`src/design/pmic_pkg.sv`:
```
package pmic_pkg;

  // ==========================================================
  // sizes
  localparam int NUM_OUT  = 5;
  localparam int NUM_BUCK = 3;
  localparam int NUM_RST  = 3;
  localparam int DLY_W    = 8;

  // ==========================================================
  // timing
  localparam int CLK_PERIOD_NS = 8;
  localparam int SEQ_TICK_NS   = 1000;
  localparam int SEQ_TICK_CYC  = (SEQ_TICK_NS + CLK_PERIOD_NS - 1) / CLK_PERIOD_NS;
  localparam int RETRY_MS      = 100;
  localparam int RETRY_CYC     = RETRY_MS * 1000000 / CLK_PERIOD_NS;
  localparam int TICK_W        = 8;
  localparam int RETRY_W       = 24;

  // ==========================================================
  // synchroniser bit positions
  localparam int SY_INPUT_UNDERVOLTAGE_THRESHOLD = 0;
  localparam int SY_INPUT_OVERVOLTAGE_THRESHOLD = 1;
  localparam int SY_PEN    = 2;
  localparam int SY_THERM  = 3;
  localparam int SY_OV     = 4;
  localparam int SY_UV     = SY_OV + NUM_OUT;
  localparam int SY_SS     = SY_UV + NUM_OUT;
  localparam int SYNC_W    = SY_SS + NUM_OUT;

  // ==========================================================
  // power states
  typedef enum logic [2:0] {
    ST_RESET,
    ST_SEQ_START,
    ST_ACTIVE,
    ST_SLEEP,
    ST_DEEP_SLEEP,
    ST_THERMAL,
    ST_VFAULT
  } pstate_type;

endpackage : pmic_pkg

```
`src/design/pmic_power_state_machine.sv`:
```
`timescale 1ns/1ps
module pmic_power_state_machine
  import pmic_pkg::*;
#(
  parameter int RETRY_CYCLES = RETRY_CYC
) (
  // clock and reset
  input  wire logic                          mclk,
  input  wire logic                          nrst,
  // analog monitor pins
  input  wire logic                          vin_above_uv,
  input  wire logic                          vin_below_ov,
  input  wire logic                          thermal_trip,
  input  wire logic [NUM_OUT-1:0]            reg_ov,
  input  wire logic [NUM_OUT-1:0]            reg_uv,
  input  wire logic [NUM_OUT-1:0]            softstart_done,
  // host pin
  input  wire logic                          power_enable_pin,
  // control bits from register file
  input  wire logic                          sleep_request_bit,
  input  wire logic                          sleep_permit_bit,
  input  wire logic                          deep_sleep_request_bit,
  input  wire logic                          deep_sleep_select,
  input  wire logic                          voltage_fault_halt_disable,
  input  wire logic                          thermal_interrupt_mask,
  input  wire logic [NUM_OUT-1:0]            ov_mask,
  input  wire logic [NUM_OUT-1:0]            uv_mask,
  input  wire logic [NUM_OUT-1:0]            sleep_out_on,
  input  wire logic [NUM_BUCK-1:0]           sleep_buck_alt,
  input  wire logic [NUM_OUT-1:0]            deep_out_on,
  input  wire logic [NUM_OUT-1:0][DLY_W-1:0] seq_delay,
  input  wire logic                          arm_write,
  input  wire logic                          arm_write_data,
  // regulator and reset outputs
  output logic [NUM_OUT-1:0]                 reg_enable,
  output logic [NUM_BUCK-1:0]                buck_use_alternate,
  output logic [NUM_RST-1:0]                 reset_out_n,
  output logic                               interrupt_line_low,
  // status to register file
  output logic                               regs_to_default,
  output logic                               i2c_engine_reset,
  output logic                               deep_sleep_arm_bit,
  output pstate_type                         power_state,
  output logic [NUM_OUT-1:0]                 ov_status,
  output logic [NUM_OUT-1:0]                 uv_status
);

  // ==========================================================
  // input synchronisers
  logic [SYNC_W-1:0] sync1_q;
  logic [SYNC_W-1:0] sync2_q;
  logic [SYNC_W-1:0] pins_raw;
  assign pins_raw = {softstart_done, reg_uv, reg_ov, thermal_trip,
                     power_enable_pin, vin_below_ov, vin_above_uv};
  always_ff @(posedge mclk or negedge nrst) begin
    if (!nrst) begin
      sync1_q <= '0;
      sync2_q <= '0;
    end else begin
      sync1_q <= pins_raw;
      sync2_q <= sync1_q;
    end
  end

  logic               uv_ok;
  logic               ov_ok;
  logic               pen;
  logic               therm;
  logic [NUM_OUT-1:0] ov_s;
  logic [NUM_OUT-1:0] uv_s;
  logic [NUM_OUT-1:0] ss_s;
  assign uv_ok = sync2_q[SY_INPUT_UNDERVOLTAGE_THRESHOLD];
  assign ov_ok = sync2_q[SY_INPUT_OVERVOLTAGE_THRESHOLD];
  assign pen   = sync2_q[SY_PEN];
  assign therm = sync2_q[SY_THERM];
  assign ov_s  = sync2_q[SY_OV +: NUM_OUT];
  assign uv_s  = sync2_q[SY_UV +: NUM_OUT];
  assign ss_s  = sync2_q[SY_SS +: NUM_OUT];

  // ==========================================================
  // entry conditions
  pstate_type st_q;
  pstate_type st_d;
  logic       arm_q;
  logic       pen_prev_q;
  logic       pen_rise;
  logic       vfault;
  logic       sleep_cond;
  logic       deep_cond;
  logic       hard_off;
  logic       settled;
  logic       retry_done;
  logic [RETRY_W-1:0] retry_cnt_q;

  // overcurrent is not an input here: it only counts via the undervoltage it causes
  assign vfault = !voltage_fault_halt_disable & ((|ov_s) | (|(uv_s & ss_s)));
  assign sleep_cond = sleep_request_bit & sleep_permit_bit;
  assign deep_cond = !pen & arm_q & (deep_sleep_select | deep_sleep_request_bit);
  assign hard_off = (st_q == ST_RESET) || (st_q == ST_THERMAL) || (st_q == ST_VFAULT);
  assign retry_done = (retry_cnt_q == RETRY_W'(RETRY_CYCLES - 1));
  assign pen_rise = pen & !pen_prev_q;

  // ==========================================================
  // state transitions
  always_comb begin
    st_d = st_q;
    if (!uv_ok) begin
      st_d = ST_RESET;
    end else begin
      case (st_q)
        ST_RESET: begin
          if (ov_ok) begin
            st_d = ST_SEQ_START;
          end
        end
        ST_THERMAL: begin
          if (!therm) begin
            st_d = ST_SEQ_START;
          end
        end
        ST_VFAULT: begin
          if (therm) begin
            st_d = ST_THERMAL;
          end else if (retry_done) begin
            st_d = ST_ACTIVE;
          end
        end
        ST_SEQ_START, ST_ACTIVE, ST_SLEEP, ST_DEEP_SLEEP: begin
          if (st_q == ST_DEEP_SLEEP && (therm || vfault)) begin
            st_d = ST_ACTIVE;
          end else if (therm) begin
            st_d = ST_THERMAL;
          end else if (vfault) begin
            st_d = ST_VFAULT;
          end else if (st_q == ST_SEQ_START && !settled) begin
            st_d = ST_SEQ_START;
          end else if (deep_cond) begin
            st_d = ST_DEEP_SLEEP;
          end else if (sleep_cond) begin
            st_d = ST_SLEEP;
          end else begin
            st_d = ST_ACTIVE;
          end
        end
        default: st_d = ST_RESET;
      endcase
    end
  end

  always_ff @(posedge mclk or negedge nrst) begin
    if (!nrst) begin
      st_q <= ST_RESET;
    end else begin
      st_q <= st_d;
    end
  end

  // ==========================================================
  // voltage fault retry timer
  always_ff @(posedge mclk or negedge nrst) begin
    if (!nrst) begin
      retry_cnt_q <= '0;
    end else if (st_q != ST_VFAULT || retry_done) begin
      retry_cnt_q <= '0;
    end else begin
      retry_cnt_q <= retry_cnt_q + RETRY_W'(1);
    end
  end

  // ==========================================================
  // deep sleep arm bit
  // pen_prev held high in reset so a pin already high at power-up is no edge
  always_ff @(posedge mclk or negedge nrst) begin
    if (!nrst) begin
      pen_prev_q <= 1'b1;
    end else if (st_q == ST_RESET) begin
      pen_prev_q <= 1'b1;
    end else begin
      pen_prev_q <= pen;
    end
  end

  always_ff @(posedge mclk or negedge nrst) begin
    if (!nrst) begin
      arm_q <= 1'b0;
    end else if (st_q == ST_RESET) begin
      arm_q <= 1'b0;
    end else if (pen_rise) begin
      arm_q <= 1'b1;
    end else if (st_q == ST_DEEP_SLEEP && (therm || vfault)) begin
      arm_q <= 1'b0;
    end else if (arm_write) begin
      arm_q <= arm_write_data;
    end
  end

  // ==========================================================
  // per-output sequencing
  logic [TICK_W-1:0]  tick_cnt_q;
  logic               tick;
  logic [NUM_OUT-1:0] target;
  logic [NUM_OUT-1:0] en_q;
  assign tick = (tick_cnt_q == TICK_W'(SEQ_TICK_CYC - 1));
  always_ff @(posedge mclk or negedge nrst) begin
    if (!nrst) begin
      tick_cnt_q <= '0;
    end else if (tick) begin
      tick_cnt_q <= '0;
    end else begin
      tick_cnt_q <= tick_cnt_q + TICK_W'(1);
    end
  end
  always_comb begin
    case (st_q)
      ST_SLEEP:      target = sleep_out_on;
      ST_DEEP_SLEEP: target = deep_out_on;
      ST_SEQ_START:  target = '1;
      ST_ACTIVE:     target = '1;
      default:       target = '0;
    endcase
  end
  assign settled = (en_q == target);
  genvar gi;
  generate
    for (gi = 0; gi < NUM_OUT; gi++) begin : g_out
      logic [DLY_W-1:0] dly_q;
      always_ff @(posedge mclk or negedge nrst) begin
        if (!nrst) begin
          en_q[gi] <= 1'b0;
          dly_q    <= '0;
        end else if (hard_off) begin
          en_q[gi] <= 1'b0;
          dly_q    <= '0;
        end else if (en_q[gi] == target[gi]) begin
          dly_q <= '0;
        end else if (tick) begin
          if (dly_q >= seq_delay[gi]) begin
            en_q[gi] <= target[gi];
            dly_q    <= '0;
          end else begin
            dly_q <= dly_q + DLY_W'(1);
          end
        end
      end
    end
  endgenerate

  // ==========================================================
  // output registers
  logic [NUM_BUCK-1:0] alt_q;
  logic [NUM_RST-1:0]  rst_n_q;
  logic                irq_n_q;
  logic                dflt_q;
  logic                i2c_rst_q;
  logic [NUM_OUT-1:0]  ov_stat_q;
  logic [NUM_OUT-1:0]  uv_stat_q;

  always_ff @(posedge mclk or negedge nrst) begin
    if (!nrst) begin
      alt_q <= '0;
    end else if (st_q == ST_SLEEP) begin
      alt_q <= sleep_buck_alt;
    end else begin
      alt_q <= '0;
    end
  end

  // reset outputs stay low through sequence start; released only in run states, also while a retry ramps in active
  always_ff @(posedge mclk or negedge nrst) begin
    if (!nrst) begin
      rst_n_q <= '0;
    end else if (hard_off || st_q == ST_SEQ_START) begin
      rst_n_q <= '0;
    end else begin
      rst_n_q <= '1;
    end
  end

  // masks hide only the interrupt; state and status ignore them
  always_ff @(posedge mclk or negedge nrst) begin
    if (!nrst) begin
      irq_n_q <= 1'b1;
    end else begin
      irq_n_q <= !((therm & !thermal_interrupt_mask) | (|(ov_s & ~ov_mask)) | (|(uv_s & ~uv_mask)));
    end
  end

  always_ff @(posedge mclk or negedge nrst) begin
    if (!nrst) begin
      ov_stat_q <= '0;
      uv_stat_q <= '0;
    end else begin
      ov_stat_q <= ov_s;
      uv_stat_q <= uv_s;
    end
  end

  // register file is only cleared in reset; sleep states keep it live
  always_ff @(posedge mclk or negedge nrst) begin
    if (!nrst) begin
      dflt_q    <= 1'b1;
      i2c_rst_q <= 1'b0;
    end else begin
      dflt_q    <= (st_d == ST_RESET);
      i2c_rst_q <= (st_d != st_q) && (st_d == ST_DEEP_SLEEP || st_d == ST_VFAULT || st_d == ST_THERMAL);
    end
  end

  assign reg_enable         = en_q;
  assign buck_use_alternate = alt_q;
  assign reset_out_n        = rst_n_q;
  assign interrupt_line_low = irq_n_q;
  assign regs_to_default    = dflt_q;
  assign i2c_engine_reset   = i2c_rst_q;
  assign deep_sleep_arm_bit = arm_q;
  assign power_state        = st_q;
  assign ov_status          = ov_stat_q;
  assign uv_status          = uv_stat_q;
endmodule : pmic_power_state_machine

```
`config.mk`:
```
export PLATFORM = sky130hd
export DESIGN_NAME = pmic_power_state_machine
export DESIGN_NICKNAME = d
export VERILOG_FILES = /design/src/design/pmic_pkg.sv /design/src/design/pmic_power_state_machine.sv
export SDC_FILE = /design/constraint.sdc
export NUM_CORES = 1
export LEC_CHECK = 0
export BUFFER_PORTS_ARGS = -buffer_cell sky130_fd_sc_hd__buf_2
export CORE_ASPECT_RATIO = 0.9
export CORE_MARGIN = 2
export CORE_UTILIZATION = 30
export DETAILED_ROUTE_END_ITERATION = 8
export GPL_TIMING_DRIVEN = 0
export MAX_ROUTING_LAYER = met4
export PLACE_DENSITY = 0.59
export SYNTH_ARGS = -nofsm -noshare
export SYNTH_HDL_FRONTEND = slang
export SYNTH_SLANG_ARGS = --single-unit
export TNS_END_PERCENT = 5
```
`constraint.sdc`:
```
create_clock -name mclk -period 2.2 [get_ports mclk]
set_input_delay 0.22 -clock mclk [delete_from_list [all_inputs] [get_ports mclk]]
set_output_delay 0.22 -clock mclk [all_outputs]
set_load 0.1 [all_outputs]
```
==> results of run 1 <==
-- logic make-up (layout without fill, tap and decap cells) --
group           count (synthesis)  in the layout  share of synthesized area, %
simple gates                  250            250                          17.6
flops                         137            137                          48.0
buf+inv                        78            266                          4.39
mux                             9              9                          1.33
xor+xnor                       52             52                          6.37
fa+ha+maj                      48             48                          8.40
other cells                     0              2                             0
compound gates                135            135                          13.9
-- final timing paths --
path	slack (ns)	cells past startpoint	to	from
worst max-delay path	-0.06	8	regs_to_default$_DFF_PN1_	retry_cnt_q[16]$_DFF_PN0_
worst min-delay path	0.04	2	buck_use_alternate[1]$_DFF_PN0_	sleep_buck_alt[1]
worst max register to register	-0.06	8	regs_to_default$_DFF_PN1_	retry_cnt_q[16]$_DFF_PN0_
worst min register to register	0.35	0	sync2_q[7]$_DFF_PN0_	sync1_q[7]$_DFF_PN0_
max in group asynchronous	1.06	3	reg_enable[2]$_DFFE_PN0P_	nrst
min in group asynchronous	0.29	2	retry_cnt_q[18]$_DFF_PN0_	nrst
-- worst register-to-register path: stages, from the launching register on --
cell      delay (ns)
dfrtp_1         0.42
nor4b_2         0.29
nand4b_1        0.11
or4_4           0.50
nand3_2         0.10
a311oi_1        0.05
a41o_1          0.22
a41o_2          0.27
nor3_4          0.22
-- routing by layer --
layer | track usage [%] | up-vias | wire length [um]
met5 | - | - | 0
met4 | 5.39 | 0 | 264
met3 | 3.63 | 23 | 726
met2 | 22.0 | 115 | 7830
met1 | 19.4 | 2696 | 8350
li1 | - | 2860 | -
-- area by class of cell --
| type | count | area, sq um |
|---|---|---|
| fill | 2266 | 14000 |
| multi-input combinational | 494 | 3690 |
| sequential | 137 | 3450 |
| timing repair buffer | 157 | 977 |
| clock buffer | 17 | 425 |
| tap | 302 | 378 |
| inverter | 62 | 233 |
| clock inverter | 15 | 175 |
| buffer | 15 | 92.6 |
| antenna | 2 | 5.00 |
-- repair_timing --
action,in CTS,in global routing
setup endpoints to repair,58,66
gates cloned,0,0
endpoints found under the hold margin,66,0
hold buffers,20,0
pin swaps,18,22
gates resized for setup,38,53
setup buffers,10,7
-- placed cells by master, fill, tap and decap left out, types with 12 or more instances in the layout --
cell,instances
a21o_1,24
a21oi_1,14
buf_2,121
buf_4,19
clkbuf_16,17
dfrtp_1,126
dlygate4sd3_1,20
ha_1,47
inv_1,58
nand2_1,38
nand2b_1,16
nand3_1,53
nor2_1,59
nor3_1,12
o21ai_0,12
xnor2_1,16
xor2_1,32
-- flip-flops by register name (all words and copies together) (netlist names) --
register,count
tick_cnt_q,8
reset_out_n,1
i2c_engine_reset,1
deep_sleep_arm_bit,1
uv_status,5
pen_prev_q,1
sync1_q,19
sync2_q,19
interrupt_line_low,1
buck_use_alternate,3
g_out.dly_q,40
ov_status,5
power_state,3
reg_enable,5
regs_to_default,1
retry_cnt_q,24
-- stage by stage --
step	setup TNS, ns	utilization (%)	instance area [sq um]	hold slack, ns	setup slack (ns)
floorplan	-0.0465	-	7160	-0.0756	-0.0322
detailed placement	-6.28	34.9	8170	0.203	-0.502
global route	-1.41	40.3	9420	0.0150	-0.202
finish	-0.124	40.3	9430	0.0361	-0.0596
global placement	-162.07	34.8	8140	0.330	-1.63
CTS	-0.381	39.2	9180	0.0145	-0.0952
-- power breakdown --
group          total [mW]  switching (mW)  internal [mW]
Combinational        1.63            1.08          0.550
Sequential           2.67          0.0631           2.61
Clock                2.85            1.32           1.54
Total                7.16            2.46           4.70
==> flow_summary.yaml, run 1 <==
outcome:
  status: "complete, but fails checks"
  violations: "setup timing"
synth:
  synth.largest_area_cell: "dfrtp_1"
  synth_nets: 849
  synth_commonest_cells: "dfrtp_1, nor2_1, inv_1"
  synth_area_per_cell_sq_um: 10.1
  yosysTopAreaCellShare_pct: 46.9
  seq_area_frac_synth_pct: 48.0
  yosys_warnings: 0
  synthTopCellsByArea: "dfrtp_1, ha_1, xor2_1"
  synth-seq-cells: 137
  async_reset_ff_share_pct: 100
  synth_cells: 709
  synth_cell_types: 56
  yosysMostFrequentCell: "dfrtp_1"
  synth_edf_count: 0
  syn_area_sq_mm: 0.00715
  synthFlopType: "dfrtp_1"
critical_path:
  worst_path_max_delay_cell: "or4_4"
  crit_family: "simple AND/OR/NAND/NOR gates"
  required_ns: 2.54
  path_cells: "nor4b_2 > nand4b_1 > or4_4 > nand3_2 > a311oi_1 > a41o_1 > a41o_2 > nor3_4"
  start_kind: "flip-flop"
  critPathMaxFanout: 4
  setup.worst_path.class: "flip-flop to flip-flop"
  max_stage_delay_ns: 0.50
  end_kind: "flip-flop"
  path_buf_inv: 0
  critical_path_arrival_ns: 2.60
timing:
  timing.final.crit_share_pct: 103
  setup_viol: 3
  max_slew.worst_pin.slew_ns: 0.516
  fin_crit_ns: 2.26
  hold_viol: 0
  finalWorstSetupSlack_ns: -0.0596
  fmax_mhz: 443
  fin_skew_ns: 0.0162
  rsz0062_at_grt: "yes"
  relSlewSlack_pct: 65.3
  slew_violations: 0
grt:
  grt_overflow: 0
  grt_usage_pct: 14.7
  antenna_found_initial: 1
  grt_pass1_vias: 5633
  grt_pass1_wl_um: 28300
  grt_max_degree: 91
final_layout:
  nNetsFinal: 1024
  drive_gt1_share_pct: 30.4
  layoutNonFillerInstCount: 1201
  area_growth_pct: 31.9
detailed_routing:
  ant_nets: 0
  vias: 5694
  dr.pass1.iters: 5
  avgViaCountPerCell: 4.74
  wl_per_cell_um: 14.3
  wl_um: 17200
  drcViolationCount: 0
  drt-initial-drc-count: 291
power_and_ir_drop:
  leakage_nw: 4.53
  p_per_area_mw_per_mm2: 759
  ir_drop_mv: 0.562
  power_mw: 7.16
cts:
  cts-buffers-inserted: 17
  cts_sinks: 137
  h-tree-depth: 4
  cts_tree: "done"
  clk_latency_ns: 0.43
  clk_pin_slew_ns: 0.07
  cts_buffer_depth: 2
  cts_root_buf: "clkbuf_16"
run:
  drv_cap: 0
placed_design:
  routabilityCongestion: 0.814
  port_buffers: 119
  dp.cells: 1131
  dp_hpwl_um: 12300
floorplan:
  coreArea_sq_mm: 0.0234
  fp-row-count: 53
  dieArea_sq_mm: 0.0251
  chipWidth_um: 167
  num_io_pins: 120
  initial_utilization_pct: 30.5
  die_h_um: 150
worst_hold_path:
  hold_path.class: "primary input to flip-flop"
No activity file was read; power rests on OpenSTA's default activity.
==> run 2, diff against run 1 <==
--- a/config.mk
+++ b/config.mk
@@ -5,6 +5,7 @@
 export SDC_FILE = /design/constraint.sdc
 export NUM_CORES = 1
 export LEC_CHECK = 0
+export ABC_AREA = 1
 export BUFFER_PORTS_ARGS = -buffer_cell sky130_fd_sc_hd__buf_2
 export CORE_ASPECT_RATIO = 0.9
 export CORE_MARGIN = 2
==> run 2 against run 1 <==
Against the previous run:
- the run still ends with setup timing left
- sequential cell count unchanged
- routed wire length down 4.1%
- maximum frequency up 0.19%
- clock skew down 0.0069 ns
- sequential power up 4%
- die area down 0.89%
- cell area down 1.9%
- critical endpoint is now i2c_engine_reset$_DFF_PN0_
- largest power group is now sequential cells
==> flow_summary.yaml, run 2 <==
timing:
  max_slew.worst_pin.slew_ns: 0.746
  fin_crit_ns: 2.26
  fin_skew_ns: 0.00921
  finalWorstSetupSlack_ns: -0.0552
  timing.final.crit_share_pct: 103
  rsz0062_at_grt: "yes"
  relSlewSlack_pct: 50.2
  slew_violations: 0
  setup_tns_ns: -0.0552
  hold_viol: 0
  fmax_mhz: 443
  setup_viol: 1
synth:
  async_reset_ff_share_pct: 100
  synth_area_per_cell_sq_um: 8.68
  syn_area_sq_mm: 0.00708
  synth_nets: 956
  synth.largest_area_cell: "dfrtp_1"
  synthFlopType: "dfrtp_1"
  synth_commonest_cells: "inv_1, dfrtp_1, nand2_1"
  synth_edf_count: 0
  yosysMostFrequentCell: "inv_1"
  synth-seq-cells: 137
  synth_cells: 816
  synth_cell_types: 37
  seq_area_frac_synth_pct: 48.4
  synthTopCellsByArea: "dfrtp_1, ha_1, inv_1"
  yosysTopAreaCellShare_pct: 47.3
  yosys_warnings: 0
cts:
  clk_latency_ns: 0.42
  h-tree-depth: 4
  cts_sinks: 137
  clk_pin_slew_ns: 0.07
  cts-buffers-inserted: 17
  cts_buffer_depth: 2
  cts_root_buf: "clkbuf_16"
  cts_tree: "done"
floorplan:
  coreArea_sq_mm: 0.0233
  fp-row-count: 53
  chipWidth_um: 166
  dieArea_sq_mm: 0.0249
  num_io_pins: 120
  die_h_um: 150
  initial_utilization_pct: 30.4
final_layout:
  stdcell_area_sq_mm: 0.00924
  largest_reg_flops: 40
  nNetsFinal: 1135
  top_regs: "g_out.dly_q (40), retry_cnt_q (24)"
  final_core_util_pct: 39.7
  layoutNonFillerInstCount: 1316
  final_cell_mix: "inv_1, dfrtp_1, buf_2"
  regMostFlops: "g_out.dly_q"
  drive_gt1_share_pct: 24.4
  final_common_cell: "inv_1"
  area_growth_pct: 30.5
critical_path:
  worst_path_max_delay_cell: "dfrtp_4"
  max_stage_delay_ns: 0.55
  end_kind: "flip-flop"
  critPathMaxFanout: 6
  required_ns: 2.55
  path_cells: "nand2_8 > nand3_4 > buf_6 > buf_6 > nand3_4 > nand2_2 > nand2_2 > nand3_2 > o21bai_4 > nand2_1 > nand2_1 > nand2_1 > nand2_1 > nand2_2 > nand2_2 > nand2_2 > nand2_2 > nor2_2 > nor2_2"
  critical_path_arrival_ns: 2.60
  setup.worst_path.class: "flip-flop to flip-flop"
  r2r_slack_ns: -0.06
  critPathMostFrequentCell: "nand2_2"
  start_kind: "flip-flop"
placed_design:
  dp.cells: 1238
  dp_hpwl_um: 12000
  place_ws_ns: -0.124
  placed_area_sq_mm: 0.00810
  routabilityCongestion: 0.833
  port_buffers: 119
detailed_routing:
  wl_per_cell_um: 12.5
  drcViolationCount: 0
  ant_nets: 0
  dr.pass1.iters: 4
  avgViaCountPerCell: 4.44
  vias: 5839
  wl_um: 16500
  drt-initial-drc-count: 311
outcome:
  status: "complete, but fails checks"
  violations: "setup timing"
run:
  drv_cap: 0
worst_hold_path:
  hold_path.class: "primary input to flip-flop"
power_and_ir_drop:
  p_int_mw: 5.02
  seqPwrFrac_pct: 34.3
  p_per_area_mw_per_mm2: 873
  ir_drop_mv: 0.643
  leakage_nw: 4.48
  p_comb_share_pct: 31.7
  p_clk_share_pct: 34.0
  p_sw_share_pct: 37.7
  power.switching_mw: 3.04
grt:
  grt_usage_pct: 14.5
  antenna_found_initial: 5
  grt_pass1_wl_um: 27900
  grt_pass1_vias: 5877
  grt_max_degree: 75
  grt_overflow: 0
-- run 2: area by class of cell --
cell class | instances | area [sq um]
Fill cell | 2300 | 14000
Timing Repair Buffer | 161 | 1000
Tap cell | 302 | 378
Clock buffer | 20 | 447
Inverter | 162 | 616
Sequential cell | 137 | 3440
Clock inverter | 12 | 120
Multi-Input combinational cell | 509 | 3180
Antenna cell | 6 | 15.0
Buffer | 7 | 50.0
-- run 2: cells by family after synthesis --
family          count (synthesis)  share of synthesized area (%)
compound gates                119                           9.56
xor+xnor                       28                           3.46
fa+ha+maj                      48                           8.48
flops                         137                           48.4
buf+inv                       170                           9.38
simple gates                  314                           20.7
-- run 2: path summary, 6_finish.rpt --
path                                               start                           end  depth (start not counted)
worst min register to register      sync1_q[8]$_DFF_PN0_          sync2_q[8]$_DFF_PN0_                          0
max in group asynchronous                           nrst  interrupt_line_low$_DFF_PN1_                          3
worst max register to register  power_state[0]$_DFF_PN0_    i2c_engine_reset$_DFF_PN0_                         19
worst max-delay path            power_state[0]$_DFF_PN0_    i2c_engine_reset$_DFF_PN0_                         19
worst min-delay path                          ov_mask[3]  interrupt_line_low$_DFF_PN1_                          3
min in group asynchronous                           nrst     retry_cnt_q[12]$_DFF_PN0_                          2
-- run 2: power groups by stage --
stage,Sequential [mW],Clock [mW],Combinational [mW]
after floorplan,3.22,0,1.22
after global placement,2.78,0,2.21
after detailed placement,2.78,0,2.22
after CTS,2.74,2.83,2.31
after global routing,2.78,2.96,2.81
final,2.77,2.74,2.56
-- run 2: what timing repair did --
item,in CTS,in global routing
resized for setup,13,51
endpoints found under the hold margin,94,0
endpoints found under the setup margin,16,41
pin swaps,4,19
buffers inserted,6,12
hold buffers,23,0
-- run 2: stage by stage --
stage / power [mW] / hold slack (ns)
after floorplan: 4.44 / -0.0756
after global placement: 4.99 / 0.328
after detailed placement: 5.00 / 0.319
after CTS: 7.88 / 0.00526
after global routing: 8.55 / 0.0215
final: 8.07 / 0.0206
-- run 2: critical path: cells and delay by family (launching register included) --
kind                   cells  cell delay (ns)
AO/OA/AOI/OAI              1             0.21
flip-flops                 1             0.55
AND/OR/NAND/NOR           16             1.17
buffers and inverters      2             0.27
-- run 2: per-layer routing --
| metal | track usage [%] | up-vias | part of all wire [%] |
|---|---|---|---|
| li1 | - | 3027 | - |
| met1 | 18.1 | 2671 | 47 |
| met2 | 22.5 | 119 | 47 |
| met3 | 3.89 | 22 | 5.3 |
| met4 | 5.39 | 0 | 1.6 |
| met5 | - | - | 0 |
==> run 3, diff against run 2 <==
--- a/config.mk
+++ b/config.mk
@@ -12,8 +12,10 @@
 export CORE_UTILIZATION = 30
 export DETAILED_ROUTE_END_ITERATION = 8
 export GPL_TIMING_DRIVEN = 0
+export HOLD_SLACK_MARGIN = 0.1
 export MAX_ROUTING_LAYER = met4
 export PLACE_DENSITY = 0.59
+export SKIP_LAST_GASP = 1
 export SYNTH_ARGS = -nofsm -noshare
 export SYNTH_HDL_FRONTEND = slang
 export SYNTH_SLANG_ARGS = --single-unit
==> run 3 against run 2 <==
Against the previous run:
- clock power barely moved
- via count rose by 0.86%
- core utilization fell by 0.12 points
- critical endpoint unchanged
- maximum frequency rose by 0.34%
- highest routed layer unchanged
- total power fell by 0.75%
- the flow still finishes with violations (setup timing)
- global-route usage barely moved
- sequential cell count did not move
- die area did not move
- cell count rose by 0.15%
- critical path depth did not move
==> flow_summary.yaml, run 3 (same netlist as run 2, synthesis figures left out) <==
power_and_ir_drop:
  p_per_area_mw_per_mm2: 869
  ir_drop_mv: 0.637
  p_comb_share_pct: 31.2
  power.switching_mw: 3.02
  p_clk_share_pct: 34.3
  p_int_mw: 4.98
  leakage_nw: 4.49
  p_sw_share_pct: 37.8
  seqPwrFrac_pct: 34.6
final_layout:
  final_common_cell: "inv_1"
  drive_gt1_share_pct: 23.1
  multi_input_comb_area_sq_mm: 0.00314
  top_regs: "g_out.dly_q (40), retry_cnt_q (24)"
  nNetsFinal: 1137
  regMostFlops: "g_out.dly_q"
  seq_area_sq_mm: 0.00344
  layoutNonFillerInstCount: 1318
  nFillCells: 2301
  area_growth_pct: 30.1
  largest_reg_flops: 40
  final_cell_mix: "inv_1, dfrtp_1, buf_2"
critical_path:
  critical_path_arrival_ns: 2.59
  end_kind: "flip-flop"
  critPathMaxFanout: 8
  required_ns: 2.55
  setup.worst_path.class: "flip-flop to flip-flop"
  start_kind: "flip-flop"
grt:
  grt_overflow: 0
  antenna_found_initial: 5
  grt_pass1_wl_um: 27900
  grt_pass1_vias: 5861
  grt_max_degree: 75
  grt_usage_pct: 14.4
cts:
  h-tree-depth: 4
  cts_root_buf: "clkbuf_16"
  cts_sinks: 137
  clk_latency_ns: 0.43
  cts_tree: "done"
  clk_pin_slew_ns: 0.06
  cts-buffers-inserted: 17
  cts_buffer_depth: 2
detailed_routing:
  vias: 5889
  drt-initial-drc-count: 334
  ant_nets: 0
  wl_per_cell_um: 12.5
  avgViaCountPerCell: 4.47
  dr.pass1.iters: 4
  drcViolationCount: 0
  wl_um: 16500
timing:
  max_slew.worst_pin.slew_ns: 0.746
  setup_viol: 4
  fin_skew_ns: 0.00929
  slew_violations: 0
  fin_crit_ns: 2.25
  timing.final.crit_share_pct: 102
  finalWorstSetupSlack_ns: -0.0476
  relSlewSlack_pct: 50.3
  rsz0062_at_grt: "yes"
  fmax_mhz: 445
  hold_viol: 0
  hold_ws_ns: 0.212
run:
  drv_cap: 0
floorplan:
  dieArea_sq_mm: 0.0249
  chipWidth_um: 166
  initial_utilization_pct: 30.4
  fp-row-count: 53
  coreArea_sq_mm: 0.0233
  num_io_pins: 120
  die_h_um: 150
worst_hold_path:
  hold_path.class: "primary input to flip-flop"
outcome:
  violations: "setup timing"
  status: "complete, but fails checks"
placed_design:
  dp.cells: 1238
  routabilityCongestion: 0.833
  dp_hpwl_um: 12000
  port_buffers: 119
==> run 3: timing repair <==
action / in CTS / in global routing
hold buffers: 26 / 0
endpoints found under the setup margin: 16 / 45
endpoints found under the hold margin: 96 / 0
resized for setup: 8 / 37
pin swaps: 4 / 19
gates cloned: 0 / 0
setup buffers: 6 / 11
==> run 3: power by group through the flow <==
| stage | clock network (mW) | registers, mW | logic [mW] |
|---|---|---|---|
| after global routing | 2.96 | 2.78 | 2.75 |
| final | 2.74 | 2.77 | 2.50 |
| after global placement | 0 | 2.78 | 2.21 |
| after floorplan | 0 | 3.22 | 1.22 |
| after detailed placement | 0 | 2.78 | 2.22 |
| after CTS | 2.83 | 2.74 | 2.29 |
==> run 3: worst max-delay path: stages, from the launching register on <==
cell	delay (ns)
dfrtp_4	0.55
inv_4	0.11
nand2_4	0.07
nand3_4	0.07
buf_6	0.11
buf_4	0.11
nand4_1	0.09
nand2_2	0.09
nand3_2	0.09
o21bai_4	0.20
nand2_1	0.07
nand2_1	0.07
nand2_1	0.05
nand2_1	0.08
nand2_2	0.07
nand2_2	0.08
nand2_2	0.05
nand2_2	0.06
nor2_2	0.04
nor2_2	0.12
==> run 3: layout make-up <==
class	instances	share of cell area (%)
inverter	162	6.68
clock buffer	20	4.85
antenna	6	0.163
tap	302	4.10
sequential	137	37.3
multi-input combinational	509	34.0
clock inverter	12	1.30
timing repair buffer	163	11.1
buffer	7	0.489
==> run 3: final timing paths <==
check / from / to / slack (ns) / depth (start not counted)
setup / recovery: power_state[1]$_DFF_PN0_ / i2c_engine_reset$_DFF_PN0_ / -0.05 / 19
hold / removal: arm_write_data / deep_sleep_arm_bit$_DFFE_PN0P_ / 0.21 / 5
setup reg to reg: power_state[1]$_DFF_PN0_ / i2c_engine_reset$_DFF_PN0_ / -0.05 / 19
hold reg to reg: sync1_q[8]$_DFF_PN0_ / sync2_q[8]$_DFF_PN0_ / 0.34 / 0
max in group asynchronous: nrst / interrupt_line_low$_DFF_PN1_ / 1.05 / 3
min in group asynchronous: nrst / retry_cnt_q[12]$_DFF_PN0_ / 0.37 / 2
==> run 3: metrics by stage <==
stage	area, sq um	setup TNS, ns	utilization, %	total power [mW]	worst slack (ns)
after floorplan	7100	0	-	4.44	0.0158
after global placement	8070	-151.79	34.7	4.99	-1.60
after detailed placement	8100	-0.596	34.8	5.00	-0.124
after CTS	9000	-0.222	38.7	7.86	-0.0780
after global routing	9210	-4.50	39.6	8.49	-0.245
final	9220	-0.134	39.6	8.01	-0.0476
==> run 3: layer usage <==
metal  routed length [um]  GRT usage [%]  part of all wire, %  vias up
li1                     -              -                    -     3034
met1                 7740           18.1                   47     2698
met2                 7650           22.5                   46      134
met3                  870           3.89                  5.3       23
met4                  272           5.35                  1.6        0
met5                    0              -                    0        -
